===== src/include/cch_pkg.sv =====
/*
 * cch_pkg: constants and types of the calibration command handler.
 * Assumes 8-bit ASCII characters and a 32-bit APB register bus.
 */
`default_nettype none
package cch_pkg;
   // ASCII characters used by the parser and the replies
   localparam logic [7:0] CH_Z = 8'h7A;
   localparam logic [7:0] CH_C_LO = 8'h63;
   localparam logic [7:0] CH_A_LO = 8'h61;
   localparam logic [7:0] CH_L_LO = 8'h6C;
   localparam logic [7:0] CH_D_LO = 8'h64;
   localparam logic [7:0] CH_X = 8'h78;
   localparam logic [7:0] CH_UA = 8'h41;
   localparam logic [7:0] CH_UB = 8'h42;
   localparam logic [7:0] CH_UC = 8'h43;
   localparam logic [7:0] CH_UD = 8'h44;
   localparam logic [7:0] CH_UL = 8'h4C;
   localparam logic [7:0] CH_UU = 8'h55;
   localparam logic [7:0] CH_M = 8'h6D;
   localparam logic [7:0] CH_S = 8'h73;
   localparam logic [7:0] CH_COMMA = 8'h2C;
   localparam logic [7:0] CH_DOT = 8'h2E;
   localparam logic [7:0] CH_MINUS = 8'h2D;
   localparam logic [7:0] CH_0 = 8'h30;
   localparam logic [7:0] CH_9 = 8'h39;
   localparam logic [7:0] CH_5 = 8'h35;
   localparam logic [7:0] CH_6 = 8'h36;
   localparam logic [7:0] CH_7 = 8'h37;
   localparam logic [7:0] CH_8 = 8'h38;
   localparam logic [7:0] CH_CR = 8'h0D;
   localparam logic [7:0] CH_LF = 8'h0A;
   // Reply layout: lengths, first field column, point and last column
   localparam logic [4:0] LEN_ARM = 5'h06;
   localparam logic [4:0] LEN_VAL = 5'h12;
   localparam logic [4:0] LEN_TMP = 5'h0C;
   localparam logic [4:0] COL_FIELD = 5'h04;
   localparam logic [3:0] PT_OFS = 4'h8;
   localparam logic [3:0] PT_PER = 4'h7;
   localparam logic [3:0] FLD_LAST = 4'hB;
   // Fraction digits kept per value kind
   localparam logic [1:0] FRAC_OFS = 2'h2;
   localparam logic [1:0] FRAC_PER = 2'h3;
   localparam logic [1:0] FRAC_TMP = 2'h1;
   localparam logic [31:0] TEN = 32'h0000000A;
   // Dark period limit, stored in milliseconds
   localparam logic [31:0] DARK_MAX_S = 32'h0000012C;
   localparam logic [31:0] MS_PER_S = 32'h000003E8;
   localparam logic [31:0] DARK_MAX_MS = 32'(DARK_MAX_S * MS_PER_S);
   // Register offsets, bits and reset values
   localparam logic [7:0] A_CTRL = 8'h00;
   localparam logic [7:0] A_STAT = 8'h04;
   localparam logic [7:0] A_LOFS = 8'h08;
   localparam logic [7:0] A_LTMP = 8'h0C;
   localparam logic [7:0] A_DPER = 8'h10;
   localparam logic [7:0] A_DTMP = 8'h14;
   localparam int CTRL_EN_BIT = 0;
   localparam logic CTRL_EN_RST = 1'b1;
   localparam int SB_ARML = 0;
   localparam int SB_ARMD = 1;
   localparam int SB_UNL = 2;
   localparam int SB_BUSY = 3;
   // Converter sizes
   localparam int BIN_W = 32;
   localparam int BCD_DIG = 10;
   localparam int BCD_W = 40;
   localparam logic [5:0] BCD_STEPS = 6'h20;
   // Parser and reply states
   typedef enum logic [7:0] {
      ST_IDLE = 8'h01,
      ST_HDR = 8'h02,
      ST_OP = 8'h04,
      ST_END = 8'h08,
      ST_NUM = 8'h10,
      ST_FIX = 8'h20,
      ST_CONV = 8'h40,
      ST_SEND = 8'h80
   } cch_state_t;
endpackage
`default_nettype wire


===== src/core/cch_bcd.sv =====
/*
 * cch_bcd: serial binary to BCD converter, shift and add three.
 * Assumes a one-cycle start pulse from logic on the same clock; the
 * input word is taken at that edge and the digits stand until the
 * next start.
 */
`default_nettype none
module cch_bcd
   import cch_pkg::*;
(
   input wire logic i_clk, // Clock
   input wire logic i_nrst, // Async reset, active low
   input wire logic i_ce, // Clock enable
   input wire logic i_start, // One-cycle start pulse
   input wire logic [BIN_W-1:0] i_bin, // Unsigned value
   output logic o_done, // One-cycle pulse, digits valid
   output logic [BCD_W-1:0] o_bcd // Ten digits, top digit high
);
   typedef struct packed {
      logic busy;
      logic done;
      logic [5:0] cnt;
      logic [BIN_W-1:0] sh;
      logic [BCD_W-1:0] bcd;
   } cch_bcd_t;

   cch_bcd_t q;
   cch_bcd_t next_q;
   logic [BCD_W-1:0] adj;

   // Every digit of five or more gets three before the shift
   for (genvar g = 0; g < BCD_DIG; g++) begin : g_dig
      assign adj[g*4 +: 4] = (q.bcd[g*4 +: 4] >= 4'h5) ?
         q.bcd[g*4 +: 4] + 4'h3 : q.bcd[g*4 +: 4];
   end

   // One bit per cycle; slow, but far smaller than a divider chain
   always_comb begin
      next_q = q;
      next_q.done = 1'b0;
      if (i_start) begin
         next_q.busy = 1'b1;
         next_q.cnt = BCD_STEPS;
         next_q.sh = i_bin;
         next_q.bcd = '0;
      end else if (q.busy) begin
         next_q.bcd = {adj[BCD_W-2:0], q.sh[BIN_W-1]};
         next_q.sh = {q.sh[BIN_W-2:0], 1'b0};
         next_q.cnt = q.cnt - 6'h01;
         if (q.cnt == 6'h01) begin
            next_q.busy = 1'b0;
            next_q.done = 1'b1;
         end
      end
   end

   // State register
   always_ff @(posedge i_clk or negedge i_nrst) begin
      if (!i_nrst) begin
         q <= '0;
      end else if (i_ce) begin
         q <= next_q;
      end
   end

   assign o_done = q.done;
   assign o_bcd = q.bcd;
endmodule
`default_nettype wire


===== src/core/cch_calib_cmd.sv =====
/*
 * cch_calib_cmd: calibration command interpreter of a light meter.
 * Takes ASCII command characters, arms or disarms calibration, stores
 * calibration values and sends fixed-column ASCII replies.
 * Assumes characters arrive from a receiver on the same clock, the
 * lock pin is asynchronous and measurements are on the same clock.
 */
// Added by the designer: the APB slave port and the register offsets.
`default_nettype none
// Behaviour
// - zcalAx arms light calibration and replies z A a, lock, CR LF.
// - Arm replies hold z, mode, a or d, lock in columns 0-3, CR LF.
// - Locked waits for unlock to calibrate; unlocked runs at once.
// - zcalBx arms dark calibration and replies z B a, lock, CR LF.
// - zcalDx disarms all modes and replies z x d, lock, CR LF.
// - zcal5 with a number and x stores the light offset.
// - Offset reply is z,5, then value with m in 4-15, CR LF at 16.
// - Each set value is stored and the reply echoes the stored one.
// - zcal6 stores light temperature; value in 4-9, CR LF at 10.
// - Temperatures are kept raw in tenths and echoed from that.
// - The dark period never exceeds 300 seconds.
// - zcal7 stores the dark period; reply value with s in 4-15.
// - zcal8 stores dark temperature; value in 4-9, then CR LF.
// - All stored calibration data can be read back.
module cch_calib_cmd
   import cch_pkg::*;
(
   input wire logic I_CLK, // 100 MHz clock
   input wire logic I_NRST, // Async reset, active low
   input wire logic I_CE, // Clock enable, freezes all state
   input wire logic I_PSEL, // APB select
   input wire logic I_PENABLE, // APB access phase
   input wire logic I_PWRITE, // APB write
   input wire logic [7:0] I_PADDR, // APB byte address
   input wire logic [31:0] I_PWDATA, // APB write data
   output logic [31:0] O_PRDATA, // APB read data
   output logic O_PREADY, // APB ready
   output logic O_PSLVERR, // APB error, unmapped address
   input wire logic I_RX_VALID, // Received character strobe
   input wire logic [7:0] I_RX_DATA, // Received character
   output logic O_TX_VALID, // Reply character valid
   input wire logic I_TX_READY, // Transmitter takes character
   output logic [7:0] O_TX_DATA, // Reply character
   input wire logic I_UNLOCK, // Lock pin, high is unlocked
   input wire logic [31:0] I_MEAS_LIGHT, // Offset, hundredths
   input wire logic [31:0] I_MEAS_DARK, // Dark period, ms
   input wire logic [31:0] I_MEAS_TEMP, // Signed tenths degC
   output logic O_ARM_LIGHT, // Light calibration armed
   output logic O_ARM_DARK, // Dark calibration armed
   output logic O_FW_UPG_EN // Firmware upgrade allowed
);
   typedef struct packed {
      cch_state_t st;
      logic [1:0] idx;
      logic [7:0] op;
      logic [31:0] val;
      logic [1:0] fc;
      logic pt;
      logic neg;
      logic [4:0] col;
      logic txv;
      logic [7:0] txd;
      logic start;
      logic [31:0] bin;
      logic s1;
      logic s2;
      logic arm_l;
      logic arm_d;
      logic en;
      logic [31:0] lofs;
      logic [31:0] ltmp;
      logic [31:0] dper;
      logic [31:0] dtmp;
      logic pready;
      logic pslverr;
      logic [31:0] prdata;
   } cch_regs_t;

   localparam cch_regs_t RST = '{st: ST_IDLE, en: CTRL_EN_RST,
                                 default: '0};

   cch_regs_t q;
   cch_regs_t next_q;
   logic [BCD_W-1:0] bcd;
   logic conv_done;
   logic rx_ok;
   logic resync;
   logic tx_go;
   logic is_arm;
   logic is_tmp;
   logic [4:0] rlen;
   logic [1:0] fmax;
   logic [7:0] hdr_ch;
   logic [31:0] sv;
   logic [31:0] rd;
   logic hit;

   // Reply length per command
   function automatic logic [4:0] rep_len(input logic [7:0] op);
      if (op == CH_UA || op == CH_UB || op == CH_UD) begin
         return LEN_ARM;
      end else if (op == CH_6 || op == CH_8) begin
         return LEN_TMP;
      end
      return LEN_VAL;
   endfunction

   // Fraction digits that the stored form keeps
   function automatic logic [1:0] frac_max(input logic [7:0] op);
      if (op == CH_5) begin
         return FRAC_OFS;
      end else if (op == CH_7) begin
         return FRAC_PER;
      end
      return FRAC_TMP;
   endfunction

   // Dark period clamp
   function automatic logic [31:0] clamp(input logic [31:0] v);
      return (v > DARK_MAX_MS) ? DARK_MAX_MS : v;
   endfunction

   // Reply character at a column, built from the stored digits
   function automatic logic [7:0] char_at(input logic [4:0] col,
      input logic [7:0] op, input logic unl, input logic neg,
      input logic [BCD_W-1:0] dg);
      logic [3:0] f;
      logic [3:0] k;
      logic [3:0] pt;
      logic [4:0] len;
      logic [7:0] c;
      f = 4'(col - COL_FIELD);
      pt = (op == CH_5) ? PT_OFS : PT_PER;
      k = (f > pt) ? f - 4'h1 : f;
      len = rep_len(op);
      c = CH_0;
      if (len == LEN_ARM) begin
         case (col)
            5'h00: c = CH_Z;
            5'h01: c = (op == CH_UD) ? CH_X : op;
            5'h02: c = (op == CH_UD) ? CH_D_LO : CH_A_LO;
            5'h03: c = unl ? CH_UU : CH_UL;
            5'h04: c = CH_CR;
            default: c = CH_LF;
         endcase
      end else if (col == 5'h00) begin
         c = CH_Z;
      end else if (col == 5'h01 || col == 5'h03) begin
         c = CH_COMMA;
      end else if (col == 5'h02) begin
         c = op;
      end else if (col == len - 5'h02) begin
         c = CH_CR;
      end else if (col == len - 5'h01) begin
         c = CH_LF;
      end else if (len == LEN_TMP) begin
         case (f)
            4'h0: c = neg ? CH_MINUS : CH_0 + {4'h0, dg[15:12]};
            4'h1: c = CH_0 + {4'h0, dg[11:8]};
            4'h2: c = CH_0 + {4'h0, dg[7:4]};
            4'h3: c = CH_DOT;
            4'h4: c = CH_0 + {4'h0, dg[3:0]};
            default: c = CH_UC;
         endcase
      end else if (f == FLD_LAST) begin
         c = (op == CH_5) ? CH_M : CH_S;
      end else if (f == pt) begin
         c = CH_DOT;
      end else begin
         c = CH_0 + {4'h0, 4'(dg >> {4'(4'h9 - k), 2'b00})};
      end
      return c;
   endfunction

   // Value to decimal digits for the echo
   cch_bcd u_bcd (
      .i_clk(I_CLK),
      .i_nrst(I_NRST),
      .i_ce(I_CE),
      .i_start(q.start),
      .i_bin(q.bin),
      .o_done(conv_done),
      .o_bcd(bcd)
   );

   // Command decode helpers
   assign rx_ok = I_RX_VALID && q.en;
   assign resync = rx_ok && I_RX_DATA == CH_Z;
   assign tx_go = q.txv && I_TX_READY;
   assign rlen = rep_len(q.op);
   assign fmax = frac_max(q.op);
   assign is_arm = rlen == LEN_ARM;
   assign is_tmp = rlen == LEN_TMP;
   assign hdr_ch = (q.idx == 2'h0) ? CH_C_LO :
                   (q.idx == 2'h1) ? CH_A_LO : CH_L_LO;

   // Register read mux; all calibration data is visible here
   always_comb begin
      rd = '0;
      hit = 1'b1;
      case (I_PADDR)
         A_CTRL: rd[CTRL_EN_BIT] = q.en;
         A_STAT: begin
            rd[SB_ARML] = q.arm_l;
            rd[SB_ARMD] = q.arm_d;
            rd[SB_UNL] = q.s2;
            rd[SB_BUSY] = q.st == ST_CONV || q.st == ST_SEND;
         end
         A_LOFS: rd = q.lofs;
         A_LTMP: rd = q.ltmp;
         A_DPER: rd = q.dper;
         A_DTMP: rd = q.dtmp;
         default: hit = 1'b0;
      endcase
   end

   // Next state of the whole block
   always_comb begin
      next_q = q;
      sv = '0;
      next_q.start = 1'b0;
      // Lock pin synchroniser
      next_q.s1 = I_UNLOCK;
      next_q.s2 = q.s1;
      // Armed calibration runs only while unlocked
      if (q.s2 && q.arm_l) begin
         next_q.lofs = I_MEAS_LIGHT;
         next_q.ltmp = I_MEAS_TEMP;
         next_q.arm_l = 1'b0;
      end
      if (q.s2 && q.arm_d) begin
         next_q.dper = clamp(I_MEAS_DARK);
         next_q.dtmp = I_MEAS_TEMP;
         next_q.arm_d = 1'b0;
      end
      // APB slave: answer in the first access cycle
      next_q.pready = I_PSEL && !I_PENABLE;
      next_q.pslverr = I_PSEL && !I_PENABLE && !hit;
      next_q.prdata = (I_PSEL && !I_PENABLE && !I_PWRITE) ? rd : '0;
      if (I_PSEL && I_PENABLE && I_PWRITE && q.pready &&
          I_PADDR == A_CTRL) begin
         next_q.en = I_PWDATA[CTRL_EN_BIT];
      end
      // Parser and reply sequencer
      case (q.st)
         ST_IDLE: begin
            if (resync) begin
               next_q.st = ST_HDR;
               next_q.idx = 2'h0;
            end
         end
         ST_HDR: begin
            if (rx_ok) begin
               if (I_RX_DATA == hdr_ch) begin
                  next_q.idx = q.idx + 2'h1;
                  next_q.st = (q.idx == 2'h2) ? ST_OP : ST_HDR;
               end else begin
                  next_q.st = resync ? ST_HDR : ST_IDLE;
                  next_q.idx = 2'h0;
               end
            end
         end
         ST_OP: begin
            if (rx_ok) begin
               next_q.op = I_RX_DATA;
               next_q.val = '0;
               next_q.fc = 2'h0;
               next_q.pt = 1'b0;
               next_q.neg = 1'b0;
               next_q.idx = 2'h0;
               if (I_RX_DATA == CH_UA || I_RX_DATA == CH_UB ||
                   I_RX_DATA == CH_UD) begin
                  next_q.st = ST_END;
               end else if (I_RX_DATA >= CH_5 && I_RX_DATA <= CH_8) begin
                  next_q.st = ST_NUM;
               end else begin
                  next_q.st = resync ? ST_HDR : ST_IDLE;
               end
            end
         end
         ST_END: begin
            if (rx_ok) begin
               if (I_RX_DATA == CH_X) begin
                  next_q.arm_l = (q.op == CH_UA) || q.arm_l;
                  next_q.arm_d = (q.op == CH_UB) || q.arm_d;
                  if (q.op == CH_UD) begin
                     next_q.arm_l = 1'b0;
                     next_q.arm_d = 1'b0;
                  end
                  next_q.st = ST_SEND;
                  next_q.col = 5'h00;
                  next_q.txv = 1'b1;
                  next_q.txd = char_at(5'h00, q.op, q.s2, q.neg, bcd);
               end else begin
                  next_q.st = resync ? ST_HDR : ST_IDLE;
               end
            end
         end
         ST_NUM: begin
            if (rx_ok) begin
               if (I_RX_DATA >= CH_0 && I_RX_DATA <= CH_9) begin
                  // Digits past the stored resolution are dropped
                  if (!q.pt || q.fc < fmax) begin
                     next_q.val = 32'(q.val * TEN) +
                                  {28'h0000000, I_RX_DATA[3:0]};
                     next_q.fc = q.pt ? q.fc + 2'h1 : q.fc;
                  end
               end else if (I_RX_DATA == CH_DOT) begin
                  next_q.pt = 1'b1;
               end else if (I_RX_DATA == CH_MINUS) begin
                  next_q.neg = is_tmp;
               end else if (I_RX_DATA == CH_X) begin
                  next_q.st = ST_FIX;
               end else begin
                  next_q.st = resync ? ST_HDR : ST_IDLE;
               end
            end
         end
         ST_FIX: begin
            if (q.fc < fmax) begin
               // Pad missing fraction digits
               next_q.val = 32'(q.val * TEN);
               next_q.fc = q.fc + 2'h1;
            end else begin
               case (q.op)
                  CH_5: begin
                     sv = q.val;
                     next_q.lofs = sv;
                  end
                  CH_7: begin
                     sv = clamp(q.val);
                     next_q.dper = sv;
                  end
                  CH_6: begin
                     sv = q.neg ? 32'(-q.val) : q.val;
                     next_q.ltmp = sv;
                  end
                  default: begin
                     sv = q.neg ? 32'(-q.val) : q.val;
                     next_q.dtmp = sv;
                  end
               endcase
               // Echo comes from the stored magnitude
               next_q.bin = is_tmp ? q.val : sv;
               next_q.start = 1'b1;
               next_q.st = ST_CONV;
            end
         end
         ST_CONV: begin
            // Input is ignored until the reply is done
            if (conv_done) begin
               next_q.st = ST_SEND;
               next_q.col = 5'h00;
               next_q.txv = 1'b1;
               next_q.txd = char_at(5'h00, q.op, q.s2, q.neg, bcd);
            end
         end
         ST_SEND: begin
            if (tx_go) begin
               if (q.col == rlen - 5'h01) begin
                  next_q.txv = 1'b0;
                  next_q.st = ST_IDLE;
               end else begin
                  next_q.col = q.col + 5'h01;
                  next_q.txd = char_at(q.col + 5'h01, q.op, q.s2,
                                       q.neg, bcd);
               end
            end
         end
         default: next_q.st = ST_IDLE;
      endcase
   end

   // State register; a low clock enable holds everything
   always_ff @(posedge I_CLK or negedge I_NRST) begin
      if (!I_NRST) begin
         q <= RST;
      end else if (I_CE) begin
         q <= next_q;
      end
   end

   assign O_PRDATA = q.prdata;
   assign O_PREADY = q.pready;
   assign O_PSLVERR = q.pslverr;
   assign O_TX_VALID = q.txv;
   assign O_TX_DATA = q.txd;
   assign O_ARM_LIGHT = q.arm_l;
   assign O_ARM_DARK = q.arm_d;
   assign O_FW_UPG_EN = q.s2;
endmodule
`default_nettype wire


===== config.mk =====
export PLATFORM = sky130hd
export DESIGN_NAME = cch_calib_cmd
export DESIGN_NICKNAME = d
export VERILOG_FILES = /design/src/include/cch_pkg.sv /design/src/core/cch_bcd.sv /design/src/core/cch_calib_cmd.sv
export SDC_FILE = /design/constraint.sdc
export NUM_CORES = 1
export LEC_CHECK = 0
export BUFFER_PORTS_ARGS = -buffer_cell sky130_fd_sc_hd__buf_4
export CORE_ASPECT_RATIO = 0.6
export CORE_MARGIN = 1
export CORE_UTILIZATION = 45
export DETAILED_ROUTE_END_ITERATION = 7
export PLACE_DENSITY = 0.75
export SLEW_MARGIN = 20
export SYNTH_ARGS = -nofsm -noshare
export SYNTH_HDL_FRONTEND = slang
export SYNTH_HIERARCHICAL = 1
export SYNTH_SLANG_ARGS = --single-unit

===== constraint.sdc =====
create_clock -name I_CLK -period 4.6 [get_ports I_CLK]
set_input_delay 0 -clock I_CLK [delete_from_list [all_inputs] [get_ports I_CLK]]
set_output_delay 0 -clock I_CLK [all_outputs]
set_load 0.01 [all_outputs]

# Word level (Yosys, flattened, before mapping)
# Cells that the tools add are included.
[totals]
regBits = 348
in_bits = 153
wordCells = 313
[classes]
add_sub_neg = 27
multipliers = 1
magnitude_cmp = 18
eq_ne = 67
shifts = 1
mux = 118
bitwise = 1
reduce_logical = 51
[op_table]
columns = ["op", "count"]
rows = [
  ["$mux W32", 9],
  ["$mux W128", 2],
  ["$mux W8", 20],
  ["$mux W64", 2],
  ["$pmux W28 S4", 1],
  ["$mux W34", 3],
  ["$pmux W34 S3", 1],
  ["$mux W80", 1],
  ["$mux W78", 1],
  ["$eq A8 B7 Y1 const B", 9],
  ["$mux W33", 2],
  ["$gt A32 B19 Y1 const B", 2],
  ["$pmux W32 S2", 1],
  ["$pmux W8 S8", 1],
  ["$mux W5", 12],
  ["$eq A8 B6 Y1 const B", 7],
  ["$mux W14", 4],
  ["$mux W54", 1],
  ["$mux W4", 13],
  ["$pmux W14 S3", 1],
  ["$ge A4 B3 Y1 const B", 10],
  ["$pmux W8 S5", 1],
  ["$shr A40 B6 Y4", 1],
  ["$add A4 B2 Y4 const B", 9],
  ["70 further kinds", 170],
]

# Logic depth before layout (Yosys ltp)
[depth]
ltp_word = 25
ltp_mapped = 21
mapped_depth_nobuf = 20

# By module
# Netlist, hierarchy kept.
[modules_own_cells]
columns = ["module", "n_inst", "cells_each", "area_each_um2", "seq_area_each_um2"]
rows = [
  ["cch_calib_cmd", 1, 2184, 18367.6, 6708.9],
  ["cch_bcd", 1, 504, 4803.4, 2001.9],
]

# Worst setup path after synthesis
# Ideal clock, no wire load.
[synth_timing]
path_kind = "reg-to-reg"
start = "register q[209] in the netlist's numbering"
end = "register q, in the netlist O_TX_DATA[3]"
setup_ps = 141
arrival_time_ps = 4482
t_required_ps = 4459
path_slack_ps = -24
stages_incl_launch_ff = 17
period_less_slack_ps = 4624
cell_sequence = "dfrtp_1 -> clkbuf_1 -> inv_1 -> ha_1 -> ha_1 -> nor2b_1 -> o21a_1 -> o21a_1 -> o21ai_0 -> mux2i_1 -> ha_1 -> clkbuf_1 -> mux4_2 -> a22oi_1 -> a21oi_1 -> o22ai_1 -> a31oi_1"
[synth_via]
elab_chain_len = 19
word_cells_on_any_way = 40
[synth_rtl]
columns = ["element", "line", "rtl"]
rows = [
  ["from (decl)", "cch_calib_cmd.sv:82", "cch_regs_t q;"],
  ["from (signal assigned)", "cch_calib_cmd.sv:379", "q <= next_q;"],
  ["$add A5 B1 Y5", "cch_calib_cmd.sv:365", "next_q.txd = char_at(q.col + 5'h01, q.op, q.s2,"],
  ["$sub A4 B3 Y4", "cch_calib_cmd.sv:132", "f = 4'(col - COL_FIELD);"],
  ["$sub A4 B1 Y4 or $gt A4 B4 Y1 (tied branches)", "cch_calib_cmd.sv:134", "k = (f > pt) ? f - 4'h1 : f;"],
  ["$mux W4", "cch_calib_cmd.sv:134", ""],
  ["$sub A4 B4 Y4", "cch_calib_cmd.sv:170", "c = CH_0 + {4'h0, 4'(dg >> {4'(4'h9 - k), 2'b00})};"],
  ["$shr A40 B6 Y4", "cch_calib_cmd.sv:170", ""],
  ["$add A6 B4 Y7", "cch_calib_cmd.sv:170", ""],
  ["$mux W7", "cch_calib_cmd.sv:167", "end else if (f == pt) begin"],
  ["(+3 left out)", "n/a", ""],
  ["$mux W8", "cch_calib_cmd.sv:152", "end else if (col == len - 5'h02) begin"],
  ["$mux W8", "cch_calib_cmd.sv:150", "end else if (col == 5'h02) begin"],
  ["$mux W8", "cch_calib_cmd.sv:148", "end else if (col == 5'h01 || col == 5'h03) begin"],
  ["$mux W8", "cch_calib_cmd.sv:146", "end else if (col == 5'h00) begin"],
  ["$mux W8", "cch_calib_cmd.sv:137", "if (len == LEN_ARM) begin"],
  ["$mux W8", "cch_calib_cmd.sv:360", "if (q.col == rlen - 5'h01) begin"],
  ["$mux W14", "cch_calib_cmd.sv:359", "if (tx_go) begin"],
  ["$pmux W14 S3", "cch_calib_cmd.sv:245", "case (q.st)"],
]
# Several ways; a longest one is shown, not always the timed one. The select of a mux whose other input is x is not followed.
# A chain may end at the register's enable or synchronous reset.

# Final worst setup path
[layout_timing]
start = "register q[222] in the netlist's numbering"
end = "register q[240] in the netlist's numbering"
[layout_via]
elab_chain_len = 6
word_cells_on_any_way = 7
[layout_rtl]
columns = ["element", "line", "rtl"]
rows = [
  ["$mul A32 B3 Y31 (*)", "cch_calib_cmd.sv:304, cch_calib_cmd.sv:322", ""],
  ["$add A32 B4 Y32", "cch_calib_cmd.sv:304", "next_q.val = 32'(q.val * TEN) +"],
  ["$mux W34", "cch_calib_cmd.sv:303", "if (!q.pt || q.fc < fmax) begin"],
  ["$mux W34", "cch_calib_cmd.sv:301", "if (I_RX_DATA >= CH_0 && I_RX_DATA <= CH_9) begin"],
  ["$mux W36", "cch_calib_cmd.sv:300", "if (rx_ok) begin"],
  ["$pmux W34 S3 (*)", "cch_calib_cmd.sv:245", ""],
]
# Mark *: on every way between the ends. The rest lies on a longest branch, timed or not. The select of a mux whose other input is x is not followed.

==> reports/qor.csv <==
stage,metric,value,unit
timing,setup_viol,0,
yosys,seq_area_frac_synth,37.6,%
global_routing,grt_util_all_layers,30.7,%
clocking,cts.sinks,348,
floorplanning,dieArea,0.0524,mm^2
placed_design,gp_congestion,0.965,
worst_setup_path,slowest_stage,dfrtp_1,
worst_setup_path,cp_num_cells,11,
yosys,netlist.area_leader.share,37.4,%
global_routing,antenna_found_initial,2,
floorplanning,core,0.0501,mm^2
yosys,synth_edf_count,0,
worst_setup_path,slowest_delay,0.69,ns
yosys,synth_cell_types,98,
yosys,synth_most_common_cell,dfrtp_1,
yosys,netlist_area,0.0232,mm^2
placed_design,numPortBuffers,167,
yosys,syn_inst,2688,
route,dr.pass1.iters,8,
worst_hold_path,hold_depth,4,
power,p_leak,11.7,nW
run_status,outcome,finished with violations,
power,seqPwrFrac,46.3,%
floorplanning,rows,63,
floorplanning,initial_core_util,46.2,%
clocking,cts_tree,yes,
worst_setup_path,crit_path_max_fanout,11,
run,max_cap_viol_count,0,
worst_setup_path,critical_path_class,reg -> reg,
floorplanning,die-width,295,um
final_layout,finalNetCount,3079,
power,power_density,252,mW/mm^2
timing,fmax,0.231,GHz
clocking,post_cts_buffers,0,
yosys,synth-seq-cells,348,
worst_setup_path,required,5.08,ns
power,power.internal,5.11,mW
yosys,synth-warning-count,6,
power,netSwitchingPower,1.72,mW
route,postRouteAntennaNets,0,
worst_hold_path,min_from,I_RX_VALID,
worst_hold_path,min_path_type,in -> reg,
power,ir_drop,0.178,mV
clocking,cts_root_buffer,clkbuf_16,
timing,finalSetupTns,0,ns
power,p_clk_share,45.8,%
timing,setup_slack,0.268,ns
floorplanning,chipHeight,178,um
floorplanning,io_pins,199,
yosys,synth_flop_cell,dfrtp_1,
route,first_iter_violations,3562,
worst_setup_path,critPathLaunch,q[222],
timing,drv_slew,0,
global_routing,grt_pass1_wl,126000,um
placed_design,dp_worst_setup_slack,0.181,ns
yosys,synthTopCellsByCount,"346 x dfrtp_1, 255 x nor2_1, 237 x a21oi_1",
worst_setup_path,start_kind,flop,
timing,finalClockSkew,0.0300,ns
route,route.detailed.drc,13,
final_layout,syn2layout_area_growth,17.0,%
clocking,htreeDepth,2,
power,swShare,25.1,%
worst_setup_path,path_cells,"ha_1, ha_1, o211ai_1, a21oi_2, o21ai_1, nand2_1, xor2_1, nand3_2, or4b_4, or4b_1, a31oi_1",
route,num_vias,23300,
yosys,synth_async_sr_flop_share,100,%
clocking,cts_buffers,37,
timing,fin_crit_sh,94.2,%
timing,finalHoldViolCount,0,
clocking,clock_path_buffers,3,
final_layout,drive_above_1_share,13.9,%
yosys,avgSynthCellArea,8.62,um^2
route,vias_per_cell,6.59,
clocking,clkLatencyLatePin,0.56,ns
placed_design,hpwl,58500,um
worst_setup_path,r2r.worst_path.cells,11,
timing,period_minus_slack,4.33,ns
global_routing,first_global_vias,21700,
yosys,synth_area_leaders,"dfrtp_1 37%, ha_1 5.3%, a21oi_1 5.1%, nor2_1 4.1%, o21ai_0 4.0%",
route,wire_per_inst,23.3,um
run_status,violations,DRC,
yosys,synth_nets,2942,
clocking,clk_pin_slew,0.06,ns
yosys,yosys.area.top_type,dfrtp_1,
timing,worstMarginPinSlew,1.15,ns
global_routing,overflow,0,
power,combPwrFrac,8.0,%
worst_setup_path,worstReg2RegStart,q[222],
power,total_power,6.83,mW
worst_setup_path,critPathArrivalTime,4.81,ns
global_routing,grt_max_degree,121,
worst_setup_path,crit_family,simple AND/OR/NAND/NOR gates,
worst_setup_path,critPathCaptureType,flop,
timing,slew_headroom,23.5,%
worst_setup_path,cpMostUsedCell,ha_1,
worst_setup_path,worst-path-buf-inv,0,
route,routed_wl,82500,um
==> power by group through the flow <==
stage | logic (mW) | clock network, mW | registers, mW
detailed placement | 0.455 | 0 | 3.21
finish | 0.543 | 3.13 | 3.16
global route | 0.590 | 3.27 | 3.16
floorplan | 0.213 | 0 | 3.20
CTS | 0.534 | 3.15 | 3.16
global placement | 0.443 | 0 | 3.21
==> flip-flops by register name (all words and copies together) (netlist names) <==
| name | count |
|---|---|
| q | 221 |
| u_bcd/o_bcd | 40 |
| u_bcd/q | 39 |
| O_PRDATA | 32 |
| O_TX_DATA | 8 |
| O_ARM_DARK | 1 |
| O_ARM_LIGHT | 1 |
| O_FW_UPG_EN | 1 |
| O_PREADY | 1 |
| O_PSLVERR | 1 |
| O_TX_VALID | 1 |
| next_q | 1 |
| u_bcd/o_done | 1 |
==> final timing paths <==
kind | slack (ns) | endpoint
max | 0.27 | q[240]
min | 0.05 | q[263]
max reg2reg | 0.27 | q[240]
min reg2reg | 0.49 | q[173]
max in group asynchronous | 3.34 | q[247]
min in group asynchronous | 0.09 | q[50]
==> area by class of cell <==
| class | instances | area, um^2 |
|---|---|---|
| diodes | 1 | 2.50 |
| flip-flops and latches | 348 | 8710 |
| inverters | 84 | 315 |
| fillers | 4441 | 23000 |
| repair buffers | 371 | 3150 |
| well taps | 682 | 853 |
| clock buffers | 50 | 1070 |
| multi-input cells | 1983 | 12800 |
| clock inverters | 17 | 178 |
==> stage by stage <==
step | cell area, um^2 | instances | util [%] | hold slack, ns
after floorplan | 23200 | 2688 | - | -0.296
after global placement | 24700 | 3355 | 49.3 | 0.0958
after detailed placement | 24700 | 3356 | 49.3 | 0.0936
after CTS | 27100 | 3535 | 54.0 | 0.0208
after global routing | 27100 | 3536 | 54.1 | 0.0940
final | 27100 | 3536 | 54.1 | 0.0473
==> worst register-to-register path, delay by kind of cell, from the launching register on <==
family / cells / cell delay, ns
DFF: 1 / 0.69
xor gates and xnor gates: 1 / 0.34
AOI/OAI and AO/OA: 4 / 1.00
and+or+nand+nor: 4 / 1.55
adders and majority gates: 2 / 0.68
==> placed cells by master (no fill, tap or decap), drive strengths merged, types with 16 or more instances in the layout <==
master	netlist	final
a22oi	25	25
o2bb2ai	30	30
or3	21	21
o311ai	16	16
o31ai	30	30
o2111ai	25	25
buf	121	259
o21ai	203	203
xnor2	55	55
ha	99	99
nand2	211	211
nor2	256	256
a21oi	239	239
a22o	39	39
and2	33	33
dfrtp	346	346
nand3	59	59
mux2	18	18
nor2b	26	26
nand3b	43	43
a21o	20	20
o22ai	128	128
mux2i	16	16
a221oi	24	24
nor3	40	40
o21a	23	23
nor4	20	20
xor2	25	25
a222oi	29	29
dlygate4sd3	0	112
inv	84	85
clkbuf	152	50
==> cells by family after synthesis <==
family / synth area share [%]
xor+xnor: 3.06
flops: 37.6
compound gates: 27.3
mux: 2.15
simple gates: 17.0
buf+inv: 7.33
fa+ha+maj: 5.52
==> metal layers <==
layer	routed length (um)	global-route usage, %	share of wire [%]	up-vias
li1	-	-	-	10200
met1	35000	44.5	42	11300
met2	34400	44.1	42	1537
met3	10100	7.89	12	230
met4	2960	10.4	3.6	2
met5	18	0.469	0.022	-
==> repair_timing <==
action | in CTS | in global routing
hold buffers | 112 | 0
setup endpoints to repair | 0 | 4
resized for setup | 0 | 5
endpoints found under the hold margin | 246 | 0
Note: power is estimated with default switching activity, not from simulation.
